## src/logic/rmp_pkg.sv

```systemverilog
// constants, field layout and command codes of the region memory protection pair
`default_nettype none
package rmp_pkg;
  localparam int RMP_REGIONS = 8;
  // attribute word layout
  localparam int ATTR_ENA_BIT = 0;
  localparam int ATTR_SIZE_LSB = 1;
  localparam int ATTR_AP_LSB = 8;
  localparam int ATTR_XN_BIT = 12;
  localparam int ATTR_SRD_LSB = 16;
  // size code n gives a region of 2^(n+1) bytes
  localparam logic [4:0] SIZE_MIN = 5'h04;
  localparam logic [4:0] SIZE_SUB_MIN = 5'h07;
  // data permission codes
  localparam logic [2:0] AP_NONE = 3'h0;
  localparam logic [2:0] AP_PRW_UNO = 3'h1;
  localparam logic [2:0] AP_PRW_URO = 3'h2;
  localparam logic [2:0] AP_PRW_URW = 3'h3;
  localparam logic [2:0] AP_PRO_UNO = 3'h5;
  localparam logic [2:0] AP_PRO_URO = 3'h6;
  // global option bits carried in the attribute field of the enable command
  localparam int OPT_PRIV_MAP_BIT = 0;
  localparam int OPT_FAULT_PROT_BIT = 1;
  // software register offsets
  localparam logic [7:0] REG_CMD = 8'h00;
  localparam logic [7:0] REG_ADDR = 8'h04;
  localparam logic [7:0] REG_ATTR = 8'h08;
  localparam logic [7:0] REG_STATUS = 8'h0c;
  localparam logic [7:0] REG_RD_ADDR = 8'h10;
  localparam logic [7:0] REG_RD_ATTR = 8'h14;
  localparam int CMD_REGION_LSB = 4;
  localparam logic [1:0] RESP_OKAY = 2'h0;
  localparam logic [1:0] RESP_SLVERR = 2'h2;
  // configuration commands
  typedef enum logic [2:0] {
    op_region_program,
    op_region_readback,
    op_region_on,
    op_region_off,
    op_global_protect_on,
    op_global_protect_off,
    op_region_count_query
  } rmp_op_t;
endpackage
`default_nettype wire

```

## src/logic/rmp_if.sv

```systemverilog
// configuration link between the protection unit and its controller
`default_nettype none
interface rmp_if;
  import rmp_pkg::*;
  logic valid;
  rmp_op_t op;
  logic [2:0] region;
  logic [31:0] addr;
  logic [31:0] attr;
  logic ack;
  logic [31:0] rd_addr;
  logic [31:0] rd_attr;
  modport dev(input valid, op, region, addr, attr, output ack, rd_addr, rd_attr);
  modport ctl(output valid, op, region, addr, attr, input ack, rd_addr, rd_attr);
endinterface
`default_nettype wire

```

## src/logic/rmp_ctl.sv

```systemverilog
// protection controller: axi4-lite register slave driving the configuration link
`default_nettype none
module rmp_ctl (
  input wire logic i_core_clk, // core clock
  input wire logic i_reset, // synchronous reset, high
  rmp_if.ctl cfg, // configuration link
  input wire logic i_awvalid, // write address valid
  output logic o_awready, // write address ready
  input wire logic [7:0] i_awaddr, // write address
  input wire logic i_wvalid, // write data valid
  output logic o_wready, // write data ready
  input wire logic [31:0] i_wdata, // write data
  input wire logic [3:0] i_wstrb, // byte enables
  output logic o_bvalid, // write response valid
  input wire logic i_bready, // write response ready
  output logic [1:0] o_bresp, // write response
  input wire logic i_arvalid, // read address valid
  output logic o_arready, // read address ready
  input wire logic [7:0] i_araddr, // read address
  output logic o_rvalid, // read data valid
  input wire logic i_rready, // read data ready
  output logic [31:0] o_rdata, // read data
  output logic [1:0] o_rresp // read response
);
  import rmp_pkg::*;

  typedef struct packed {
    logic awready;
    logic wready;
    logic aw_got;
    logic w_got;
    logic [7:0] waddr;
    logic [31:0] wdata;
    logic [3:0] wstrb;
    logic bvalid;
    logic [1:0] bresp;
    logic arready;
    logic rvalid;
    logic [31:0] rdata;
    logic [1:0] rresp;
    logic [31:0] addr;
    logic [31:0] attr;
    logic busy;
    rmp_op_t op;
    logic [2:0] region;
    logic [31:0] rd_addr;
    logic [31:0] rd_attr;
  } rmp_ctl_state_t;

  localparam rmp_ctl_state_t RST = '{awready: 1'b1, wready: 1'b1, arready: 1'b1, op: op_region_program,
                                     default: '0};

  rmp_ctl_state_t q;
  rmp_ctl_state_t next_q;
  logic aw_have;
  logic w_have;
  logic [7:0] wa;
  logic [31:0] wd;
  logic [3:0] ws;

  // byte-lane merge
  function automatic logic [31:0] merge(input logic [31:0] old, input logic [31:0] nw, input logic [3:0] st);
    logic [31:0] r;
    r = old;
    for (int b = 0; b < 4; b++) begin
      if (st[b]) begin
        r[b*8 +: 8] = nw[b*8 +: 8];
      end
    end
    return r;
  endfunction

  always_comb begin
    next_q = q;
    aw_have = q.aw_got || (i_awvalid && q.awready);
    w_have = q.w_got || (i_wvalid && q.wready);
    wa = q.aw_got ? q.waddr : i_awaddr;
    wd = q.w_got ? q.wdata : i_wdata;
    ws = q.w_got ? q.wstrb : i_wstrb;
    // write channels taken in either order
    if (i_awvalid && q.awready) begin
      next_q.awready = 1'b0;
      next_q.aw_got = 1'b1;
      next_q.waddr = i_awaddr;
    end
    if (i_wvalid && q.wready) begin
      next_q.wready = 1'b0;
      next_q.w_got = 1'b1;
      next_q.wdata = i_wdata;
      next_q.wstrb = i_wstrb;
    end
    // finish the command handshake and keep readback results
    if (q.busy && cfg.ack) begin
      next_q.busy = 1'b0;
      if (q.op == op_region_readback || q.op == op_region_count_query) begin
        next_q.rd_addr = cfg.rd_addr;
        next_q.rd_attr = cfg.rd_attr;
      end
    end
    // perform the write once address and data are both held
    if (aw_have && w_have && !q.bvalid) begin
      next_q.aw_got = 1'b0;
      next_q.w_got = 1'b0;
      next_q.bvalid = 1'b1;
      next_q.bresp = RESP_OKAY;
      case (wa)
        REG_CMD: begin
          // a command while one is pending is dropped
          if (ws[0] && !q.busy) begin
            next_q.busy = 1'b1;
            next_q.op = rmp_op_t'(wd[2:0]);
            next_q.region = wd[CMD_REGION_LSB +: 3];
          end
        end
        REG_ADDR: begin
          next_q.addr = merge(q.addr, wd, ws);
        end
        REG_ATTR: begin
          next_q.attr = merge(q.attr, wd, ws);
        end
        REG_STATUS, REG_RD_ADDR, REG_RD_ATTR: begin
          next_q.bresp = RESP_OKAY;
        end
        default: begin
          next_q.bresp = RESP_SLVERR;
        end
      endcase
    end
    if (q.bvalid && i_bready) begin
      next_q.bvalid = 1'b0;
      next_q.awready = 1'b1;
      next_q.wready = 1'b1;
    end
    // read channel
    if (i_arvalid && q.arready) begin
      next_q.arready = 1'b0;
      next_q.rvalid = 1'b1;
      next_q.rresp = RESP_OKAY;
      case (i_araddr)
        REG_CMD: next_q.rdata = {25'h0000000, q.region, 1'b0, 3'(q.op)};
        REG_ADDR: next_q.rdata = q.addr;
        REG_ATTR: next_q.rdata = q.attr;
        REG_STATUS: next_q.rdata = {31'h00000000, q.busy};
        REG_RD_ADDR: next_q.rdata = q.rd_addr;
        REG_RD_ATTR: next_q.rdata = q.rd_attr;
        default: begin
          next_q.rdata = 32'h00000000;
          next_q.rresp = RESP_SLVERR;
        end
      endcase
    end
    if (q.rvalid && i_rready) begin
      next_q.rvalid = 1'b0;
      next_q.arready = 1'b1;
    end
  end

  // state register
  always_ff @(posedge i_core_clk) begin
    if (i_reset) begin
      q <= RST;
    end else begin
      q <= next_q;
    end
  end

  assign o_awready = q.awready;
  assign o_wready = q.wready;
  assign o_bvalid = q.bvalid;
  assign o_bresp = q.bresp;
  assign o_arready = q.arready;
  assign o_rvalid = q.rvalid;
  assign o_rdata = q.rdata;
  assign o_rresp = q.rresp;
  assign cfg.valid = q.busy;
  assign cfg.op = q.op;
  assign cfg.region = q.region;
  assign cfg.addr = q.addr;
  assign cfg.attr = q.attr;
endmodule
`default_nettype wire

```

## src/flat_wrapper.sv

```systemverilog
// flat-port wrapper written by rule: the top's interface ports become plain ports
module rmp_ctl_flat import rmp_pkg::*;
  (i_core_clk, i_reset, i_awvalid, o_awready, i_awaddr, i_wvalid, o_wready, i_wdata, i_wstrb, o_bvalid, i_bready, o_bresp, i_arvalid, o_arready, i_araddr, o_rvalid, i_rready, o_rdata, o_rresp, cfg_valid, cfg_op, cfg_region, cfg_addr, cfg_attr, cfg_ack, cfg_rd_addr, cfg_rd_attr);
  rmp_if cfg_i ();
  input wire logic i_core_clk;
  input wire logic i_reset;
  input wire logic i_awvalid;
  output logic o_awready;
  input wire logic [7:0] i_awaddr;
  input wire logic i_wvalid;
  output logic o_wready;
  input wire logic [31:0] i_wdata;
  input wire logic [3:0] i_wstrb;
  output logic o_bvalid;
  input wire logic i_bready;
  output logic [1:0] o_bresp;
  input wire logic i_arvalid;
  output logic o_arready;
  input wire logic [7:0] i_araddr;
  output logic o_rvalid;
  input wire logic i_rready;
  output logic [31:0] o_rdata;
  output logic [1:0] o_rresp;
  output wire logic [$bits(cfg_i.valid)-1:0] cfg_valid;
  output wire logic [$bits(cfg_i.op)-1:0] cfg_op;
  output wire logic [$bits(cfg_i.region)-1:0] cfg_region;
  output wire logic [$bits(cfg_i.addr)-1:0] cfg_addr;
  output wire logic [$bits(cfg_i.attr)-1:0] cfg_attr;
  input wire logic [$bits(cfg_i.ack)-1:0] cfg_ack;
  input wire logic [$bits(cfg_i.rd_addr)-1:0] cfg_rd_addr;
  input wire logic [$bits(cfg_i.rd_attr)-1:0] cfg_rd_attr;
  assign cfg_valid = cfg_i.valid;
  assign cfg_op = cfg_i.op;
  assign cfg_region = cfg_i.region;
  assign cfg_addr = cfg_i.addr;
  assign cfg_attr = cfg_i.attr;
  assign cfg_i.ack = cfg_ack;
  assign cfg_i.rd_addr = cfg_rd_addr;
  assign cfg_i.rd_attr = cfg_rd_attr;
  rmp_ctl u_core (.i_core_clk(i_core_clk), .i_reset(i_reset), .cfg(cfg_i), .i_awvalid(i_awvalid), .o_awready(o_awready), .i_awaddr(i_awaddr), .i_wvalid(i_wvalid), .o_wready(o_wready), .i_wdata(i_wdata), .i_wstrb(i_wstrb), .o_bvalid(o_bvalid), .i_bready(i_bready), .o_bresp(o_bresp), .i_arvalid(i_arvalid), .o_arready(o_arready), .i_araddr(i_araddr), .o_rvalid(o_rvalid), .i_rready(i_rready), .o_rdata(o_rdata), .o_rresp(o_rresp));
endmodule
```

## config.mk

```make
export PLATFORM = sky130hd
export DESIGN_NAME = rmp_ctl_flat
export DESIGN_NICKNAME = d
export VERILOG_FILES = /design/src/logic/rmp_pkg.sv /design/src/logic/rmp_if.sv /design/src/logic/rmp_ctl.sv /design/src/flat_wrapper.sv
export SDC_FILE = /design/constraint.sdc
export NUM_CORES = 1
export LEC_CHECK = 0
export BUFFER_PORTS_ARGS = -buffer_cell sky130_fd_sc_hd__buf_4
export CAP_MARGIN = 20
export CORE_MARGIN = 5
export CORE_UTILIZATION = 59
export DETAILED_ROUTE_END_ITERATION = 10
export PLACE_DENSITY_LB_ADDON = 0.2
export SLEW_MARGIN = 20
export SYNTH_ARGS = -nofsm -noshare
export SYNTH_HDL_FRONTEND = slang
export SYNTH_SLANG_ARGS = --single-unit
```

## constraint.sdc

```tcl
create_clock -name i_core_clk -period 3.4 [get_ports i_core_clk]
set_clock_uncertainty 0.1 [all_clocks]
set_input_delay 0.68 -clock i_core_clk [delete_from_list [all_inputs] [get_ports i_core_clk]]
set_output_delay 0.68 -clock i_core_clk [all_outputs]
set_load 0.1 [all_outputs]
```

==> impl_metrics.ini, run 1 <==
[clock_network]
cts.sinks = 220
clkLatencyLatePin_ps = 510
cts.path.max_buffers = 3
h-tree-depth = 1
hold_buffers = 0
postCtsSetupBuffers = 0
cts_tree = yes
cts.clk_slew.worst_paths_ps = 60
cts_buffers = 24
cts_root_buf = clkbuf_16
post_cts_resized = 0

[layout]
fillerInstances = 1383
layout-drive-gt1-share_pct = 30.40
multiInputGateArea_um2 = 4892
antenna_cells = 0
regArea_um2 = 4405
fin_nets = 1356
synthToLayoutAreaGrowth_pct = 18.31
fin_area_um2 = 12310

[setup_path]
crit_buf_inv = 1
crit_slowest_cell = dfxtp_1
cp-end-kind = register
crit_chain = mux2_2, nor4_2, buf_4, nand4_4, mux2i_1
max_stage_delay_ps = 660
worst-endpoint-required_ps = 3680
timing.rr.end = u_core.cfg.addr[16]$_SDFFE_PP0P_
startpoint_type = register
r2r-start = u_core.q[219]$_SDFFE_PP0P_
worstPathMaxFanout = 13
critPathKind = reg2reg
crit_family = flip-flops
worstPathArrival_ps = 2580
r2r_slack_ps = 1100
r2r_cells = 5

[run_status]
status = complete, no violations

[floorplanning]
die_width_um = 142.8
initial_core_util_pct = 60.16
ios = 236
die_area_um2 = 20390
die_y_um = 142.8
core_area_um2 = 17300
fp-row-count = 48

[detailed_routing]
dr.pass1.iters = 7
drc = 0
initialDrtViolationCount = 588
wl_um = 27040
vias = 8135
drtAntennaViolNets = 0
viasPerCell = 5.515
wire_per_inst_um = 18.33

[grt]
grt_pass1_vias = 7691
grt_pass1_wl_um = 41610
antenna_found_initial = 0
grt_usage_pct = 25.24
grt_start_max_net_pins = 219
grt_remaining_overflow = 0

[logic_synthesis]
synth-seq-cells = 220
async_reset_ff_share_pct = 0
ys_seq_area_share_pct = 42.32
synth_area_um2 = 10410
synthDominantCellAreaShare_pct = 42.32
synth_ff_type = dfxtp_1
synth-edff-count = 0
synthTopCellsByArea = dfxtp_1, mux2i_1, nand2_1
synth_cell_types = 43
yosys_warnings = 0
avgSynthCellArea_um2 = 9.144
yosys.cell_count.top_type = nand2_1
synthCells = 1138
yosysTopAreaCell = dfxtp_1
synthTopCellsByCount = nand2_1, dfxtp_1, a21oi_1, buf_4, mux2i_1

[worst_hold_path]
hold_end = u_core.o_wready$_SDFFE_PP1P_
min_from = i_wvalid
worstHoldPathType = in2reg
hold_path_depth = 2

[placement]
preCtsSetupSlack_ps = 1025
globalplace.congestion = 0.9002
placed_cell_area_um2 = 11460
post-dp-hpwl_um = 19160
port_buffers = 233

[pwr]
irDropWorstVdd_v = 0.0004156
leakagePower_nw = 5.283
pwr_density_cell_nw_per_um2 = 482.2

[sta]
fin_ws_ps = 1099
max_slew_margin_pct = 37.67
slew_violations = 0
tightest_slew_ps = 932.9
setup_viol = 0
hold_violations = 0
fin_crit_ps = 2301
tns_ps = 0
clock.fmax_mhz = 434.5
rsz0062_at_grt = false
fin_crit_sh_pct = 67.68

[job]
max-cap-violations = 0
==> final cells by class <==
type | count | area share [%]
tap | 225 | 2.287
multi-input combinational | 734 | 39.74
inverter | 7 | 0.2134
clock buffer | 37 | 6.016
clock inverter | 7 | 0.8943
timing repair buffer | 245 | 15.07
sequential | 220 | 35.78
==> sequential cells by signal, indices dropped and copies added (netlist names) <==
signal and count:
u_core.cfg.addr 32, u_core.cfg.attr 32, u_core.cfg.op 3, u_core.cfg.region 3
u_core.cfg.valid 1, u_core.o_arready 1, u_core.o_awready 1, u_core.o_bresp 1
u_core.o_bvalid 1, u_core.o_rdata 32, u_core.o_rresp 1, u_core.o_rvalid 1
u_core.o_wready 1, u_core.q 110
==> stage by stage <==
stage / std cells / util [%] / hold slack [ps] / power [mW]
detailed placement: 1431 / 66.26 / 343.2 / 3.255
floorplan: 1139 / - / 326.3 / 3.049
finish: 1475 / 71.18 / 288.2 / 5.936
global placement: 1431 / 66.26 / 337.9 / 3.246
global route: 1475 / 71.18 / 289.6 / 6.133
CTS: 1475 / 71.18 / 276.3 / 5.979
==> metal layers <==
metal / part of all wire (%) / vias to the layer above / GRT usage, %
met1: 44 / 3843 / 36.62
met3: 7.8 / 43 / 4.186
met4: 2.6 / 0 / 7.454
met5: 0 / - / 0
li1: - / 3952 / -
met2: 45 / 297 / 38.82
==> where the power goes <==
group	switching, mW	internal (mW)	total (mW)
registers	0.0327	2.62	2.65
logic	0.324	0.224	0.548
clock network	1.01	1.72	2.74
total	1.37	4.56	5.94
==> cells in the final DEF (no fill, tap or decap), types with 2 or more instances in the layout <==
cell and instances:
clkbuf_1 5, o21ai_0 10, nor3b_1 2, a31oi_1 5, a221o_2 6, mux2i_1 104
conb_1 2, mux4_2 6, mux2_2 32, bufinv_16 3, or2_2 32, a221o_1 20
nor3_1 4, nand3_1 8, a21oi_1 115, nand4_4 9, dfxtp_1 219, o32ai_4 2
clkinv_2 4, buf_4 243, nor2b_1 32, nand2b_1 72, a22oi_1 26, nor2_1 7
inv_1 7, clkbuf_8 7, clkbuf_16 25, nor4_4 2, nand2_1 221
==> how the worst max path moves through the flow <==
stage	from	to	slack [ps]	cells after the start
final	u_core.q[219]$_SDFFE_PP0P_	u_core.cfg.addr[16]$_SDFFE_PP0P_	1100	5
after CTS	u_core.q[219]$_SDFFE_PP0P_	u_core.cfg.attr[1]$_SDFFE_PP0P_	1070	5
after global placement	i_araddr[2]	u_core.o_rdata[8]$_SDFFE_PP0P_	1060	6
after floorplan	u_core.o_awready$_SDFFE_PP1P_	u_core.cfg.attr[10]$_SDFFE_PP0P_	1120	5
after detailed placement	i_araddr[2]	u_core.o_rdata[7]$_SDFFE_PP0P_	1030	6
after global routing	u_core.q[219]$_SDFFE_PP0P_	u_core.cfg.addr[26]$_SDFFE_PP0P_	930	5
==> logic make-up after synthesis <==
| group | synth area share [%] |
|---|---|
| AND/OR/NAND/NOR | 19.96 |
| AO/OA/AOI/OAI | 12.02 |
| buffers and inverters | 10.89 |
| flip-flops | 42.32 |
| multiplexers | 14.77 |
| other | 0.03604 |
==> worst register-to-register path: stages (launching register included) <==
cell	delay (ps)
dfxtp_1	660
mux2_2	420
nor4_2	200
buf_4	310
nand4_4	290
mux2i_1	200
No activity file was read; power rests on OpenSTA's default activity.
==> inputs of run 2 (changes only) <==
--- a/config.mk
+++ b/config.mk
@@ -8,7 +8,7 @@
 export BUFFER_PORTS_ARGS = -buffer_cell sky130_fd_sc_hd__buf_4
 export CAP_MARGIN = 20
 export CORE_MARGIN = 5
-export CORE_UTILIZATION = 59
+export CORE_UTILIZATION = 49
 export DETAILED_ROUTE_END_ITERATION = 10
 export PLACE_DENSITY_LB_ADDON = 0.2
 export SLEW_MARGIN = 20
==> constraint.sdc (replaced) <==
create_clock -name i_core_clk -period 1.9 [get_ports i_core_clk]
set_clock_uncertainty 0.1 [all_clocks]
set_input_delay 0.38 -clock i_core_clk [delete_from_list [all_inputs] [get_ports i_core_clk]]
set_output_delay 0.38 -clock i_core_clk [all_outputs]
set_load 0.1 [all_outputs]
==> run 2 against run 1 <==
Global-route usage decreased by 3.2 points. Core utilization shrank 11 points. Non-clock buffer count increased by 25. Highest routed layer is now met5. Setup slack worse by 1100 ps. Via count down 0.21%. Clock power rose by 68%. Sequential share of layout area decreased by 0.88 points. Die area increased by 19%. Worst hold slack got worse by 270 ps.
==> impl_metrics.ini, run 2 (same netlist as run 1, synthesis figures left out) <==
[clock_network]
cts.clk_slew.worst_paths_ps = 60
h-tree-depth = 1
cts_tree = yes
cts.sinks = 220
cts_root_buf = clkbuf_16
cts.path.max_buffers = 3
clkLatencyLatePin_ps = 510
cts_buffers = 24

[detailed_routing]
initialDrtViolationCount = 518
drtAntennaViolNets = 0
wire_per_inst_um = 18.20
drc = 0
viasPerCell = 5.241
vias = 8118
wl_um = 28200
dr.pass1.iters = 5

[setup_path]
max_stage_delay_ps = 340
critPathKind = reg2reg
startpoint = u_core.q[219]$_SDFFE_PP0P_
crit_buf_inv = 2
crit_chain = buf_4, nor4_1, o22a_1, buf_12, nand4_4, mux2i_1
worst-endpoint-required_ps = 2180
cp-endpoint = u_core.cfg.attr[24]$_SDFFE_PP0P_
r2r_slack_ps = 20
crit_family = simple AND/OR/NAND/NOR gates
cp.depth = 6
timing.rr.end = u_core.cfg.attr[24]$_SDFFE_PP0P_
crit_slowest_cell = dfxtp_2
r2r-start = u_core.q[219]$_SDFFE_PP0P_
startpoint_type = register
worstPathArrival_ps = 2170
worstPathMaxFanout = 10
r2r_cells = 6
cp-end-kind = register

[sta]
max_slew_margin_pct = 59.41
hold_violations = 0
tns_ps = 0
fin_crit_ps = 1884
tightest_slew_ps = 608.8
rsz0062_at_grt = true
setup_viol = 0
fin_crit_sh_pct = 99.17
slew_violations = 0
clock.fmax_mhz = 530.7

[layout]
synthToLayoutAreaGrowth_pct = 21.65
fin_nets = 1381
final_cell_mix = buf_4, nand2_1, dfxtp_1
post-route-util_pct = 60.41
largest_reg_flops = 110
antenna_cells = 0
final_common_cell = buf_4
largest-register = u_core.q
fin_area_um2 = 12660
instances_no_fill = 1549
layout-drive-gt1-share_pct = 32.10

[grt]
grt_pass1_wl_um = 43090
grt_pass1_vias = 7728
grt_start_max_net_pins = 172
antenna_found_initial = 1
grt_usage_pct = 22.08
grt_remaining_overflow = 0

[floorplanning]
fp-row-count = 53
die_y_um = 155.7
initial_core_util_pct = 49.66
die_area_um2 = 24250
core_area_um2 = 20960
die_width_um = 155.7
ios = 236

[worst_hold_path]
min_from = cfg_rd_addr[9]
worstHoldPathType = in2reg

[pwr]
power_mw = 10.41
irDropWorstVdd_v = 0.0006185
leakagePower_nw = 5.408
pwr_density_cell_nw_per_um2 = 822.2

[placement]
port_buffers = 233
dp.cells = 1501
placed_cell_area_um2 = 11790
globalplace.congestion = 0.8397
post-dp-hpwl_um = 20450

[job]
max-cap-violations = 0

[run_status]
status = complete, no violations
-- run 2: cell types whose count changed in the layout (fill, tap and decap cells not counted), sizes merged --
cell | before | now
clkbuf | 37 | 33
dlygate4sd3 | 0 | 4
bufinv | 3 | 1
clkinvlp | 0 | 3
buf | 245 | 266
clkinv | 4 | 6
-- run 2: layer usage --
metal  global-route usage (%)  up-vias  wire [µm]
met5                        0        -          8
met4                    5.669        2        607
met3                    3.773       40       1881
met2                    34.19      244      12630
met1                    32.12     3819      13080
li1                         -     4013          -
-- run 2: worst min path at each step --
stage / endpoint / slack (ps) / cells past startpoint
final: u_core.q[41]$_SDFFE_PP0P_ / 20 / 3
after global routing: u_core.q[48]$_SDFFE_PP0P_ / 10 / 3
after CTS: u_core.q[41]$_SDFFE_PP0P_ / 3 / 3
after detailed placement: u_core.q[5]$_SDFFE_PP0P_ / 340 / 2
after global placement: u_core.q[177]$_SDFFE_PP0P_ / 340 / 2
after floorplan: u_core.o_rdata[0]$_SDFFE_PP0P_ / 330 / 2
-- run 2: worst reg2reg max path: stages (launching register included) --
cell and delay [ps]:
dfxtp_2 340, buf_4 140, nor4_1 310, o22a_1 240, buf_12 170, nand4_4 260
mux2i_1 200
-- run 2: through the flow --
step           setup WS, ps  hold WS, ps
4_1_cts              -8.103        3.048
5_1_grt              -71.39        9.985
2_1_floorplan         35.03        326.3
6_report              15.69        15.40
3_5_place_dp         -135.3        343.1
3_3_place_gp         -92.12        338.1
-- run 2: where the power goes --
part           leakage [nW]  internal [mW]  switching [mW]
clock                 0.386           2.73            1.88
combinational          3.24          0.451           0.598
sequential             1.78           4.69          0.0578
-- run 2: cell type report --
type                            count  area (µm²)
Clock buffer                       33       705.7
Clock inverter                     10       86.33
Fill cell                        1920        8295
Inverter                            7       26.28
Multi-Input combinational cell    734        4911
Sequential cell                   220        4418
Tap cell                          275       344.1
Timing Repair Buffer              270        2168
-- run 2: what timing repair did --
item	CTS	global route
cloned	1	0
endpoints found under the setup margin	70	73
hold buffers	3	1
buffers inserted	0	0
pin swaps	4	3
hold endpoints to repair	2	1
resized for setup	5	4
